File: src/inc/rtts_pkg.sv
// rtts_pkg: register map, field layout, reset values and limits of the
// tamper timestamp capture block.
// assumes a 32-bit byte-addressed register port with one aligned word per register.
package rtts_pkg;

   // register port
   localparam int          REG_ADDR_W = 32;
   localparam int          REG_DATA_W = 32;

   // register byte addresses
   localparam logic [31:0] OFF_FIRST_TIMESTAMP = 32'hF804_8160;
   localparam logic [31:0] OFF_FIRST_UTC       = 32'hF804_8164;
   localparam logic [31:0] OFF_STATUS_SNAPSHOT = 32'hF804_8168;
   localparam logic [31:0] OFF_TAMPER_ENABLE   = 32'hF804_816C;
   localparam logic [31:0] OFF_INT_STATUS      = 32'hF804_8170;
   localparam logic [31:0] OFF_INT_MASK        = 32'hF804_8174;

   // tamper_first_timestamp fields
   localparam int          BACKUP_BIT   = 31;
   localparam int          COUNT_LSB    = 24;
   localparam int          COUNT_W      = 4;
   localparam logic [3:0]  COUNT_MAX    = 4'hF;
   localparam logic [3:0]  COUNT_ONE    = 4'h1;
   localparam logic [3:0]  COUNT_RESET  = 4'h0;

   // tamper_status_snapshot fields
   localparam int          SNAP_NONZERO_BIT = 31;

   // interrupt status / mask layout
   localparam int          INT_W         = 3;
   localparam int          INT_TAMPER    = 0;
   localparam int          INT_SATURATE  = 1;
   localparam int          INT_RO_WRITE  = 2;
   localparam logic [2:0]  INT_MASK_RESET = 3'h0;

   // reset values of the captured data
   localparam logic [31:0] UTC_RESET     = 32'h0000_0000;
   localparam logic        BACKUP_RESET  = 1'b0;

endpackage : rtts_pkg

File: src/verilog/rtts_capture.sv
// rtts_capture: tamper timestamp capture for a real-time clock in universal
// time format, with event counter, backup-mode flag, register port and irq.
// assumes utc_seconds comes from the clock's own time base on clk; tamper
// pins and the backup-mode level are asynchronous and are synchronised here.
`timescale 1ns/1ps
`default_nettype none

// Functional notes
// - first tamper event after a clear freezes the time; later events keep it
// - every detected tamper event adds one to the event counter while it is below 15
// - the event counter stops at 15 and never wraps
// - reading the status snapshot register clears the event counter
// - counter nonzero means a valid capture exists since the last clear
// - backup flag captures 1 if in backup mode at the first event after a clear, else 0
// - reading the status snapshot register also clears the backup flag
module rtts_capture #(
   parameter int          NUM_TAMPER   = 4,
   parameter logic [31:0] ENABLE_RESET = 32'h0000_000F
) (
   input  wire logic                  clk,
   input  wire logic                  rst,
   input  wire logic                  ce,
   input  wire logic [NUM_TAMPER-1:0] tamper_pin,
   input  wire logic                  backup_mode_pin,
   input  wire logic [31:0]           utc_seconds,
   input  wire logic [31:0]           reg_addr,
   input  wire logic [31:0]           reg_wdata,
   input  wire logic                  reg_wr,
   input  wire logic                  reg_rd,
   output logic      [31:0]           reg_rdata,
   output logic                       irq,
   output logic                       tamper_valid
);

   // synchronised inputs
   logic [NUM_TAMPER:0]   sync_q;
   logic [NUM_TAMPER-1:0] tamper_lvl;
   logic                  backup_lvl;
   logic [NUM_TAMPER-1:0] tamper_prev;
   logic [NUM_TAMPER-1:0] tamper_rise;
   logic                  tamper_event;

   // captured state
   logic [3:0]            tamper_event_count;
   logic                  backup_flag;
   logic [31:0]           first_utc;
   logic [NUM_TAMPER-1:0] first_source;
   logic [NUM_TAMPER-1:0] seen_source;

   // software-controlled state
   logic [NUM_TAMPER-1:0] tamper_enable;
   logic [2:0]            int_status;
   logic [2:0]            int_mask;

   // decoded accesses
   logic                  rd_snapshot;
   logic                  rd_int_status;
   logic                  wr_enable;
   logic                  wr_mask;
   logic                  wr_read_only;
   logic                  count_zero;
   logic                  count_full;
   logic                  hits_max;
   logic [2:0]            int_set;
   logic [31:0]           next_rdata;

   rtts_sync #(
      .WIDTH (NUM_TAMPER + 1)
   ) u_sync (
      .clk  (clk),
      .rst  (rst),
      .ce   (ce),
      .din  ({backup_mode_pin, tamper_pin}),
      .dout (sync_q)
   );

   assign tamper_lvl = sync_q[NUM_TAMPER-1:0];
   assign backup_lvl = sync_q[NUM_TAMPER];

   // --------------------------------------------------------------------
   // tamper detection: rising edge of each enabled, synchronised pin
   // --------------------------------------------------------------------
   always_ff @(posedge clk) begin
      if (rst) begin
         tamper_prev <= '0;
      end else if (ce) begin
         tamper_prev <= tamper_lvl;
      end
   end

   genvar gi;
   generate
      for (gi = 0; gi < NUM_TAMPER; gi++) begin : g_edge
         assign tamper_rise[gi] = tamper_lvl[gi] & ~tamper_prev[gi] & tamper_enable[gi];
      end
   endgenerate

   assign tamper_event = |tamper_rise;

   // --------------------------------------------------------------------
   // register port decode
   // --------------------------------------------------------------------
   assign rd_snapshot   = reg_rd && (reg_addr == rtts_pkg::OFF_STATUS_SNAPSHOT);
   assign rd_int_status = reg_rd && (reg_addr == rtts_pkg::OFF_INT_STATUS);
   assign wr_enable     = reg_wr && (reg_addr == rtts_pkg::OFF_TAMPER_ENABLE);
   assign wr_mask       = reg_wr && (reg_addr == rtts_pkg::OFF_INT_MASK);

   // writes aimed at the capture registers are dropped and only flagged
   assign wr_read_only  = reg_wr && ((reg_addr == rtts_pkg::OFF_FIRST_TIMESTAMP) ||
                                     (reg_addr == rtts_pkg::OFF_FIRST_UTC) ||
                                     (reg_addr == rtts_pkg::OFF_STATUS_SNAPSHOT));

   assign count_zero = (tamper_event_count == rtts_pkg::COUNT_RESET);
   assign count_full = (tamper_event_count == rtts_pkg::COUNT_MAX);
   assign hits_max   = tamper_event && (tamper_event_count == rtts_pkg::COUNT_MAX - rtts_pkg::COUNT_ONE);

   // --------------------------------------------------------------------
   // event counter
   // a snapshot read and an event in the same cycle leave a count of one:
   // the event is never lost to the clear
   // --------------------------------------------------------------------
   always_ff @(posedge clk) begin
      if (rst) begin
         tamper_event_count <= rtts_pkg::COUNT_RESET;
      end else if (ce) begin
         if (rd_snapshot && tamper_event) begin
            tamper_event_count <= rtts_pkg::COUNT_ONE;
         end else if (rd_snapshot) begin
            tamper_event_count <= rtts_pkg::COUNT_RESET;
         end else if (tamper_event && !count_full) begin
            tamper_event_count <= tamper_event_count + rtts_pkg::COUNT_ONE;
         end
      end
   end

   // --------------------------------------------------------------------
   // backup-mode flag: caught with the first event, cleared by snapshot read
   // --------------------------------------------------------------------
   always_ff @(posedge clk) begin
      if (rst) begin
         backup_flag <= rtts_pkg::BACKUP_RESET;
      end else if (ce) begin
         if (tamper_event && (count_zero || rd_snapshot)) begin
            backup_flag <= backup_lvl;
         end else if (rd_snapshot) begin
            backup_flag <= rtts_pkg::BACKUP_RESET;
         end
      end
   end

   // --------------------------------------------------------------------
   // first-event time and source: loaded only while no event is recorded or in a snapshot read cycle
   // --------------------------------------------------------------------
   always_ff @(posedge clk) begin
      if (rst) begin
         first_utc    <= rtts_pkg::UTC_RESET;
         first_source <= '0;
      end else if (ce) begin
         if (tamper_event && (count_zero || rd_snapshot)) begin
            first_utc    <= utc_seconds;
            first_source <= tamper_rise;
         end
      end
   end

   // every source that fired since the last snapshot read
   always_ff @(posedge clk) begin
      if (rst) begin
         seen_source <= '0;
      end else if (ce) begin
         if (rd_snapshot) begin
            seen_source <= tamper_rise;
         end else begin
            seen_source <= seen_source | tamper_rise;
         end
      end
   end

   // --------------------------------------------------------------------
   // software control: per-pin enable and interrupt mask
   // --------------------------------------------------------------------
   always_ff @(posedge clk) begin
      if (rst) begin
         tamper_enable <= ENABLE_RESET[NUM_TAMPER-1:0];
      end else if (ce && wr_enable) begin
         tamper_enable <= reg_wdata[NUM_TAMPER-1:0];
      end
   end

   always_ff @(posedge clk) begin
      if (rst) begin
         int_mask <= rtts_pkg::INT_MASK_RESET;
      end else if (ce && wr_mask) begin
         int_mask <= reg_wdata[rtts_pkg::INT_W-1:0];
      end
   end

   // --------------------------------------------------------------------
   // interrupt status: sticky, cleared by its own read, set beats clear
   // --------------------------------------------------------------------
   always_comb begin
      int_set                        = '0;
      int_set[rtts_pkg::INT_TAMPER]   = tamper_event;
      int_set[rtts_pkg::INT_SATURATE] = hits_max && !rd_snapshot;
      int_set[rtts_pkg::INT_RO_WRITE] = wr_read_only;
   end

   always_ff @(posedge clk) begin
      if (rst) begin
         int_status <= '0;
      end else if (ce) begin
         if (rd_int_status) begin
            int_status <= int_set;
         end else begin
            int_status <= int_status | int_set;
         end
      end
   end

   always_ff @(posedge clk) begin
      if (rst) begin
         irq <= 1'b0;
      end else if (ce) begin
         irq <= |((rd_int_status ? int_set : (int_status | int_set)) & int_mask);
      end
   end

   // a nonzero counter is the sign that the captured values are valid
   always_ff @(posedge clk) begin
      if (rst) begin
         tamper_valid <= 1'b0;
      end else if (ce) begin
         tamper_valid <= (rd_snapshot ? tamper_event : (tamper_event || !count_zero));
      end
   end

   // --------------------------------------------------------------------
   // read data: shows the state before the read's own side effects
   // --------------------------------------------------------------------
   always_comb begin
      next_rdata = '0;
      case (reg_addr)
         rtts_pkg::OFF_FIRST_TIMESTAMP: begin
            next_rdata[rtts_pkg::BACKUP_BIT] = backup_flag;
            next_rdata[rtts_pkg::COUNT_LSB +: rtts_pkg::COUNT_W] = tamper_event_count;
         end
         rtts_pkg::OFF_FIRST_UTC: begin
            next_rdata = first_utc;
         end
         rtts_pkg::OFF_STATUS_SNAPSHOT: begin
            next_rdata[rtts_pkg::SNAP_NONZERO_BIT] = !count_zero;
            next_rdata[NUM_TAMPER-1:0] = first_source;
            next_rdata[8 +: NUM_TAMPER] = seen_source;
         end
         rtts_pkg::OFF_TAMPER_ENABLE: begin
            next_rdata[NUM_TAMPER-1:0] = tamper_enable;
         end
         rtts_pkg::OFF_INT_STATUS: begin
            next_rdata[rtts_pkg::INT_W-1:0] = int_status;
         end
         rtts_pkg::OFF_INT_MASK: begin
            next_rdata[rtts_pkg::INT_W-1:0] = int_mask;
         end
         default: begin
            next_rdata = '0;
         end
      endcase
   end

   // data stands only in the cycle after the read strobe
   always_ff @(posedge clk) begin
      if (rst) begin
         reg_rdata <= '0;
      end else if (ce) begin
         reg_rdata <= reg_rd ? next_rdata : '0;
      end
   end

endmodule : rtts_capture

`default_nettype wire

File: src/verilog/rtts_sync.sv
// rtts_sync: two-flop synchroniser for a vector of asynchronous levels.
// assumes each bit is an independent level that stays stable for several clocks.
`timescale 1ns/1ps
`default_nettype none

module rtts_sync #(
   parameter int WIDTH = 1
) (
   input  wire logic             clk,
   input  wire logic             rst,
   input  wire logic             ce,
   input  wire logic [WIDTH-1:0] din,
   output logic      [WIDTH-1:0] dout
);

   logic [WIDTH-1:0] meta;

   // first stage feeds only the second stage
   always_ff @(posedge clk) begin
      if (rst) begin
         meta <= '0;
         dout <= '0;
      end else if (ce) begin
         meta <= din;
         dout <= meta;
      end
   end

endmodule : rtts_sync

`default_nettype wire
File: config.mk
export PLATFORM = sky130hd
export DESIGN_NAME = rtts_capture
export DESIGN_NICKNAME = d
export VERILOG_FILES = /design/src/inc/rtts_pkg.sv /design/src/verilog/rtts_capture.sv /design/src/verilog/rtts_sync.sv
export SDC_FILE = /design/constraint.sdc
export NUM_CORES = 1
export LEC_CHECK = 0
export ABC_AREA = 1
export BUFFER_PORTS_ARGS = -buffer_cell sky130_fd_sc_hd__buf_2
export CAP_MARGIN = 15
export CORE_MARGIN = 5
export CORE_UTILIZATION = 51
export CTS_BUF_LIST = sky130_fd_sc_hd__clkbuf_16
export DETAILED_ROUTE_END_ITERATION = 16
export PLACE_DENSITY_LB_ADDON = 0.2
export SYNTH_ARGS = -nofsm -noshare
export SYNTH_HDL_FRONTEND = slang
export SYNTH_HIERARCHICAL = 1
export SYNTH_SLANG_ARGS = --single-unit
File: constraint.sdc
create_clock -name clk -period 1.7 [get_ports clk]
set_input_delay 0.17 -clock clk [delete_from_list [all_inputs] [get_ports clk]]
set_output_delay 0.17 -clock clk [all_outputs]
set_load 0.01 [all_outputs]
==> results of run 1 <==
[sequential cells by signal (all words and copies together), names as in the netlist, 4 cells and up]
signal              cells
first_utc              32
tamper_event_count      4
u_sync/dout             5
tamper_enable           4
reg_rdata              32
tamper_prev             4
seen_source             4
first_source            4
u_sync/meta             5
[power breakdown]
part	total [mW]	leakage [nW]	switching (mW)	internal, mW
clock network	1.89	0.129	0.895	0.992
logic	0.605	1.61	0.363	0.241
registers	2.62	0.841	0.0689	2.55
total	5.11	2.58	1.33	3.78
[critical path, cell delays in order, from the launching register on]
cell                      delay [ns]
sky130_fd_sc_hd__dfxtp_1        0.35
sky130_fd_sc_hd__nand3_1        0.17
sky130_fd_sc_hd__nand2_1        0.14
sky130_fd_sc_hd__nor2_1         0.08
sky130_fd_sc_hd__nor2_1         0.15
sky130_fd_sc_hd__nand2_2        0.11
sky130_fd_sc_hd__inv_4          0.16
sky130_fd_sc_hd__buf_12         0.18
sky130_fd_sc_hd__nor2_1         0.05
sky130_fd_sc_hd__nor2_1         0.11
[Yosys cell counts (3+ instances only)]
library cell	number
sky130_fd_sc_hd__buf_6	4
sky130_fd_sc_hd__nand3_1	59
sky130_fd_sc_hd__o21ai_0	48
sky130_fd_sc_hd__nor3_1	3
sky130_fd_sc_hd__o22ai_1	8
sky130_fd_sc_hd__inv_2	4
sky130_fd_sc_hd__ha_1	3
sky130_fd_sc_hd__dfxtp_1	103
sky130_fd_sc_hd__clkbuf_1	19
sky130_fd_sc_hd__buf_2	5
sky130_fd_sc_hd__a21oi_1	49
sky130_fd_sc_hd__and2_1	3
sky130_fd_sc_hd__buf_4	3
sky130_fd_sc_hd__o21ai_1	4
sky130_fd_sc_hd__nand2_1	151
sky130_fd_sc_hd__inv_1	59
sky130_fd_sc_hd__nor2_1	106
sky130_fd_sc_hd__nor2_2	5
sky130_fd_sc_hd__nand2_2	5
[stage by stage]
stage,worst slack [ns],TNS [ns],cells,area (sq um)
6_report,0.110,0,884,5550
3_5_place_dp,0.0383,0,867,5260
3_3_place_gp,0.102,0,867,5260
4_1_cts,0.0407,0,883,5530
2_1_floorplan,0.271,0,654,4520
5_1_grt,-0.0232,-0.0552,884,5550
[cells by family after synthesis]
logic type | synth area share, %
flops | 45.6
buf+inv | 9.14
simple gates | 31.4
compound gates | 12.6
xor+xnor | 0.388
fa+ha+maj | 0.831
[final timing paths]
check	start	end	slack (ns)	cells after the start
min	utc_seconds[23]	first_utc[23]$_SDFFE_PP0P_	0.06	3
min reg2reg	reg_rdata[19]$_SDFFE_PP0P_	reg_rdata[19]$_SDFFE_PP0P_	0.46	2
max	u_sync/dout[3]$_SDFFE_PP0P_	first_utc[19]$_SDFFE_PP0P_	0.11	9
max reg2reg	u_sync/dout[3]$_SDFFE_PP0P_	first_utc[19]$_SDFFE_PP0P_	0.11	9
[metal layers]
| layer | vias up | wire length, um |
|---|---|---|
| met5 | - | 0 |
| met4 | 0 | 106 |
| met3 | 17 | 701 |
| met2 | 133 | 5570 |
| met1 | 1986 | 4840 |
| li1 | 2308 | - |
[layout make-up]
cell class	count	area [sq um]
clock buffer	9	225
clock inverter	7	48.8
fill	836	3130
inverter	66	250
multi-input combinational	454	2060
sequential	103	2060
tap	108	135
timing repair buffer	137	776
[what timing repair did]
action,CTS,global route
buffers inserted,0,1
setup endpoints to repair,0,26
resized for setup,0,4
==> impl_results.md, run 1 <==
- Number of setup violations in the final report: 0
- Antenna diode instance count: 0
- Hold buffer count at CTS: 0
- Pwr Density: 920 mW/mm^2
- Worst-case clock buffer depth: 2
- Fmax: 629 MHz
- Number of synthesized flops with an enable pin: 0
- Final weighted congestion in routability-driven placement: 0.878
- Number of flip-flops and latches in the synthesized netlist: 103
- Area of the core: 0.00868 sq mm
- Maximum number of pins on one net before global-route repair: 36
- Most used routing layer: met2
- Height of the chip: 104 um
- Routed wire length: 11200 um
- Layout area overhead: 22.9%
- First-pass iteration count of the detailed router: 5
- Run status: finished, final reports clean
- Warnings from Yosys: 6
- Maxcap violations: 0
- Gate count of the mapped netlist: 654
- # DRC: 0
- Leading cell type in the layout, fill and taps excluded: sky130_fd_sc_hd__nand2_1
- Overall power consumption: 5.11 mW
- M3 GR Usage: 4.84%
- Part of the Yosys area used for sequential elements: 45.6%
- Overall via count from detail_route: 4444
- Min-Delay Path Class: input pin to register
- Share of the core filled with cells in the final layout: 64.0%
- Worst Hold Slack: 0.0648 ns
- Kind of critical path: register to register
- Mapped cell area: 0.00452 sq mm
- TritonCTS Buffers: 9
- Fraction of layout instances using a drive strength above 1: 22.3%
- Total I/O pin count: 140
- Per-instance average area after synthesis: 6.91 sq um
- Net count after synthesis: 763
- Most used cells in the layout excluding fill and tap cells: sky130_fd_sc_hd__nand2_1, sky130_fd_sc_hd__buf_2, sky130_fd_sc_hd__nor2_1
- Die footprint: 0.0108 sq mm
- Min Clock Period, post-route: 1.59 ns
- Critical path data required time: 1.97 ns
- Met2 capacity usage during global routing: 34.8%
- Number of global-route vias before repair: 4172
- Kind of start point of the critical path: register
- GRT Residual Overflow: 0
- CTS tree: done
- Std cell rows: 34
- Yosys cell types: 27
- Root Driver: sky130_fd_sc_hd__clkbuf_16
- Synth area leader: sky130_fd_sc_hd__dfxtp_1
- H-tree lvl count: 3
- Category of the worst setup path capture point: register
- Pleak: 2.58 nW
- Maximum fanout encountered on the critical timing path: 22
- Clock edge transition at the registers on the reported setup and hold paths: 0.07 ns
- Worst-Margin Slew: 0.350 ns
- Max-slew headroom at the worst pin: 76.7%
- Count of final max-slew check failures: 0
- Number of DRC violations after detailed-routing iteration 0: 184
- Fraction of post-synthesis cell area in the top cell type by area: 45.6%
- Number of antenna violations at the first check in global routing: 0
- Detail-routed net length per standard cell: 12.7 um
- Overall fraction of global-route tracks in use: 20.3%
- Hold Vio Cnt, Final: 0
- Final #Nets: 880
- Sink count of the clock tree: 103
- Wire length of the first global-routing pass: 18800 um
- IO Port Bufs: 111
- Horizontal die dimension: 104 um
- Clock latency reported for the late side of the worst-skew pair: 0.34 ns
- Cell types occupying the most area after synthesis: sky130_fd_sc_hd__dfxtp_1, sky130_fd_sc_hd__nand2_1, sky130_fd_sc_hd__nor2_1
- Data arrival time of the worst path: 1.86 ns
- Via-per-instance ratio: 5.03
- HPWL reported at the end of detailed placement: 8260 um
- Dominant register cell in the synthesized netlist: sky130_fd_sc_hd__dfxtp_1
- Post-synth ARST share: 0%
- Final setup skew: 0.00632 ns
- Maximum VDD drop: 0.795 mV
- Final critical-path share of the clock period: 93.5%
- Initial Util: 52.1%
- Met1 Track Usage GR: 25.8%
- Remaining antenna violation count: 0
Power figures use the tool's default switching activity.
==> run 2, diff against run 1 <==
Settings changed: CORE_UTILIZATION 51 to 46.
Clock period 1.7 ns to 1.43 ns, I/O delays scaled along.
==> run 2 against run 1 <==
Against the previous run:
- cell count increased by 6.7%
- worst hold slack got worse by 0.037 ns
- non-clock buffer count increased by 34
- utilization decreased by 1.7 points
- total power increased by 25%
- critical path type unchanged
- largest cell class is now multi-input combinational cells
==> impl_results.md, run 2 (synthesized netlist as in run 1, its figures left out) <==
- Net Sw Frac: 27.2%
- Finished layout cell area: 0.00603 sq mm
- Overall fraction of global-route tracks in use: 20.3%
- Cell area reported after detailed placement: 0.00558 sq mm
- Number of DRC violations after detailed-routing iteration 0: 263
- Fraction of layout instances using a drive strength above 1: 28.6%
- Clock latency reported for the late side of the worst-skew pair: 0.35 ns
- Overall power consumption: 6.41 mW
- # DRC: 0
- Number of setup violations in the final report: 0
- Clock edge transition at the registers on the reported setup and hold paths: 0.08 ns
- Height of the chip: 109 um
- Most used cells in the layout excluding fill and tap cells: sky130_fd_sc_hd__nand2_1, sky130_fd_sc_hd__buf_2, sky130_fd_sc_hd__dfxtp_1
- Kind of critical path: register to register
- CTS tree: done
- HPWL reported at the end of detailed placement: 8620 um
- Internal Pwr Total: 4.66 mW
- End of the worst register-to-register path: first_utc[1]$_SDFFE_PP0P_
- Number of global-route vias before repair: 4210
- Final #Nets: 914
- Remaining antenna violation count: 0
- IO Port Bufs: 111
- Wire length of the first global-routing pass: 19100 um
- Setup TNS: 0 ns
- Std cell rows: 36
- Startpoint of the worst register-to-register path: tamper_prev[1]$_SDFFE_PP0P_
- Worst Reg-to-Reg Cells: 8
- Setup repair after global routing missed its margin: true
- Critical hold path startpoint: utc_seconds[13]
- Maxcap violations: 0
- Antenna diode instance count: 0
- Most frequent cell on the critical path: sky130_fd_sc_hd__nor2_4
- M3 GR Usage: 3.79%
- Crit-path slowest cell: sky130_fd_sc_hd__dfxtp_1
- Routed wire length: 12000 um
- First-pass iteration count of the detailed router: 5
- Number of cells on the worst hold path: 3
- Run status: finished, final reports clean
- TritonCTS Buffers: 9
- Critical Path Max Stage Delay: 0.31 ns
- Maximum VDD drop: 0.697 mV
- Met2 capacity usage during global routing: 33.9%
- Pwr Density: 1060 mW/mm^2
- Fill cell count: 909
- Final weighted congestion in routability-driven placement: 0.860
- Most used routing layer: met2
- Category of the worst setup path capture point: register
- Critical path data required time: 1.67 ns
- Die footprint: 0.0119 sq mm
- Root Driver: sky130_fd_sc_hd__clkbuf_16
- H-tree lvl count: 3
- Area of the core: 0.00968 sq mm
- Sink count of the clock tree: 103
- Maximum number of pins on one net before global-route repair: 37
- Layout area overhead: 33.4%
- Cell chain of the critical path: nand3b_1 -> nand2_2 -> nor2_4 -> nor2_4 -> nand2_4 -> buf_6 -> o21ai_0 -> nor2_1
- Maximum fanout encountered on the critical timing path: 16
- Worst Hold Slack: 0.0280 ns
- Horizontal die dimension: 109 um
- Share of total power in sequential cells: 48.6%
- Min-Delay Path Class: input pin to register
- Worst-case clock buffer depth: 2
- Combinational cell fraction of total power: 14.1%
- Hold buffer count at CTS: 0
- Worst reg-to-reg setup slack: 0.01 ns
- Via-per-instance ratio: 4.80
- GRT Residual Overflow: 0
- Overall via count from detail_route: 4525
- Worst-Margin Slew: 0.358 ns
- Data arrival time of the worst path: 1.66 ns
- Power dissipated by switching net loads: 1.74 mW
- Largest registers: first_utc x32, reg_rdata x32
- Worst hold endpoint: first_utc[13]$_SDFFE_PP0P_
- Final setup skew: 0.0100 ns
- Final critical-path share of the clock period: 99.1%
- Count of final max-slew check failures: 0
- Met1 Track Usage GR: 26.5%
- Detail-routed net length per standard cell: 12.7 um
- Max-slew headroom at the worst pin: 76.1%
- Pleak: 2.81 nW
- Min Clock Period, post-route: 1.42 ns
- Leading cell type in the layout, fill and taps excluded: sky130_fd_sc_hd__nand2_1
- Fmax: 705 MHz
- Initial Util: 46.7%
- Number of antenna violations at the first check in global routing: 0
- Clock share of power: 37.3%
- Hold Vio Cnt, Final: 0
- Total I/O pin count: 140
- Kind of start point of the critical path: register
[run 2: cell types whose count changed in the layout (fill, tap and decap cells not counted), sizes merged]
cell / change
buf: +33
clkinvlp: -3
inv: +3
clkbuf: +1
[run 2: area by class of cell]
type,instances,area [sq um],share of cell area (%)
inverter,66,255,4.24
tap,133,166,2.76
clock buffer,9,225,3.74
sequential,103,2060,34.2
multi-input combinational,454,2140,35.5
timing repair buffer,171,1110,18.5
clock inverter,7,63.8,1.06
[run 2: layer usage]
metal  vias to the layer above  part of all wire, %
li1                       2389                    -
met3                        12                  5.7
met1                      2017                   46
met2                       107                   47
met4                         0                  1.5
met5                         -                    0
[run 2: power by group through the flow]
stage                     Combinational [mW]  Sequential, mW  Clock, mW
after global placement                 0.773            3.17          0
after CTS                              0.819            3.11       2.44
after floorplan                        0.468            3.16          0
after detailed placement               0.797            3.17          0
after global routing                    1.01            3.14       2.57
final                                  0.902            3.12       2.39
[run 2: stage by stage]
step	cells	setup slack (ns)	utilization, %
floorplan	654	0.0276	-
global placement	924	-0.112	57.6
detailed placement	924	-0.143	57.6
CTS	940	0.000699	60.9
global route	943	-0.0594	62.2
finish	943	0.0125	62.2
[run 2: critical path: cells and delay by family, from the launching register on]
family                 cells  cell delay, ns
AOI/OAI and AO/OA          1            0.18
and+or+nand+nor            6            0.66
buffers and inverters      1            0.17
DFF                        1            0.31
[run 2: how the worst max path moves through the flow]
stage / start / end / slack [ns] / depth (start not counted)
2_1_floorplan: reg_addr[9] / first_utc[23]$_SDFFE_PP0P_ / 0.03 / 12
3_3_place_gp: reg_addr[17] / reg_rdata[12]$_SDFFE_PP0P_ / -0.11 / 11
3_5_place_dp: reg_addr[17] / reg_rdata[19]$_SDFFE_PP0P_ / -0.14 / 11
4_1_cts: tamper_prev[1]$_SDFFE_PP0P_ / tamper_event_count[0]$_SDFFE_PP0P_ / 0.0007 / 9
5_1_grt: tamper_prev[1]$_SDFFE_PP0P_ / tamper_event_count[2]$_SDFFE_PP0P_ / -0.06 / 9
6_report: tamper_prev[1]$_SDFFE_PP0P_ / first_utc[1]$_SDFFE_PP0P_ / 0.01 / 8
[run 2: timing repair]
| item | in CTS | in global routing |
|---|---|---|
| pin swaps | 1 | 11 |
| endpoints found under the setup margin | 35 | 41 |
| buffers inserted | 0 | 1 |
| resized for setup | 10 | 47 |
| gates cloned | 0 | 2 |
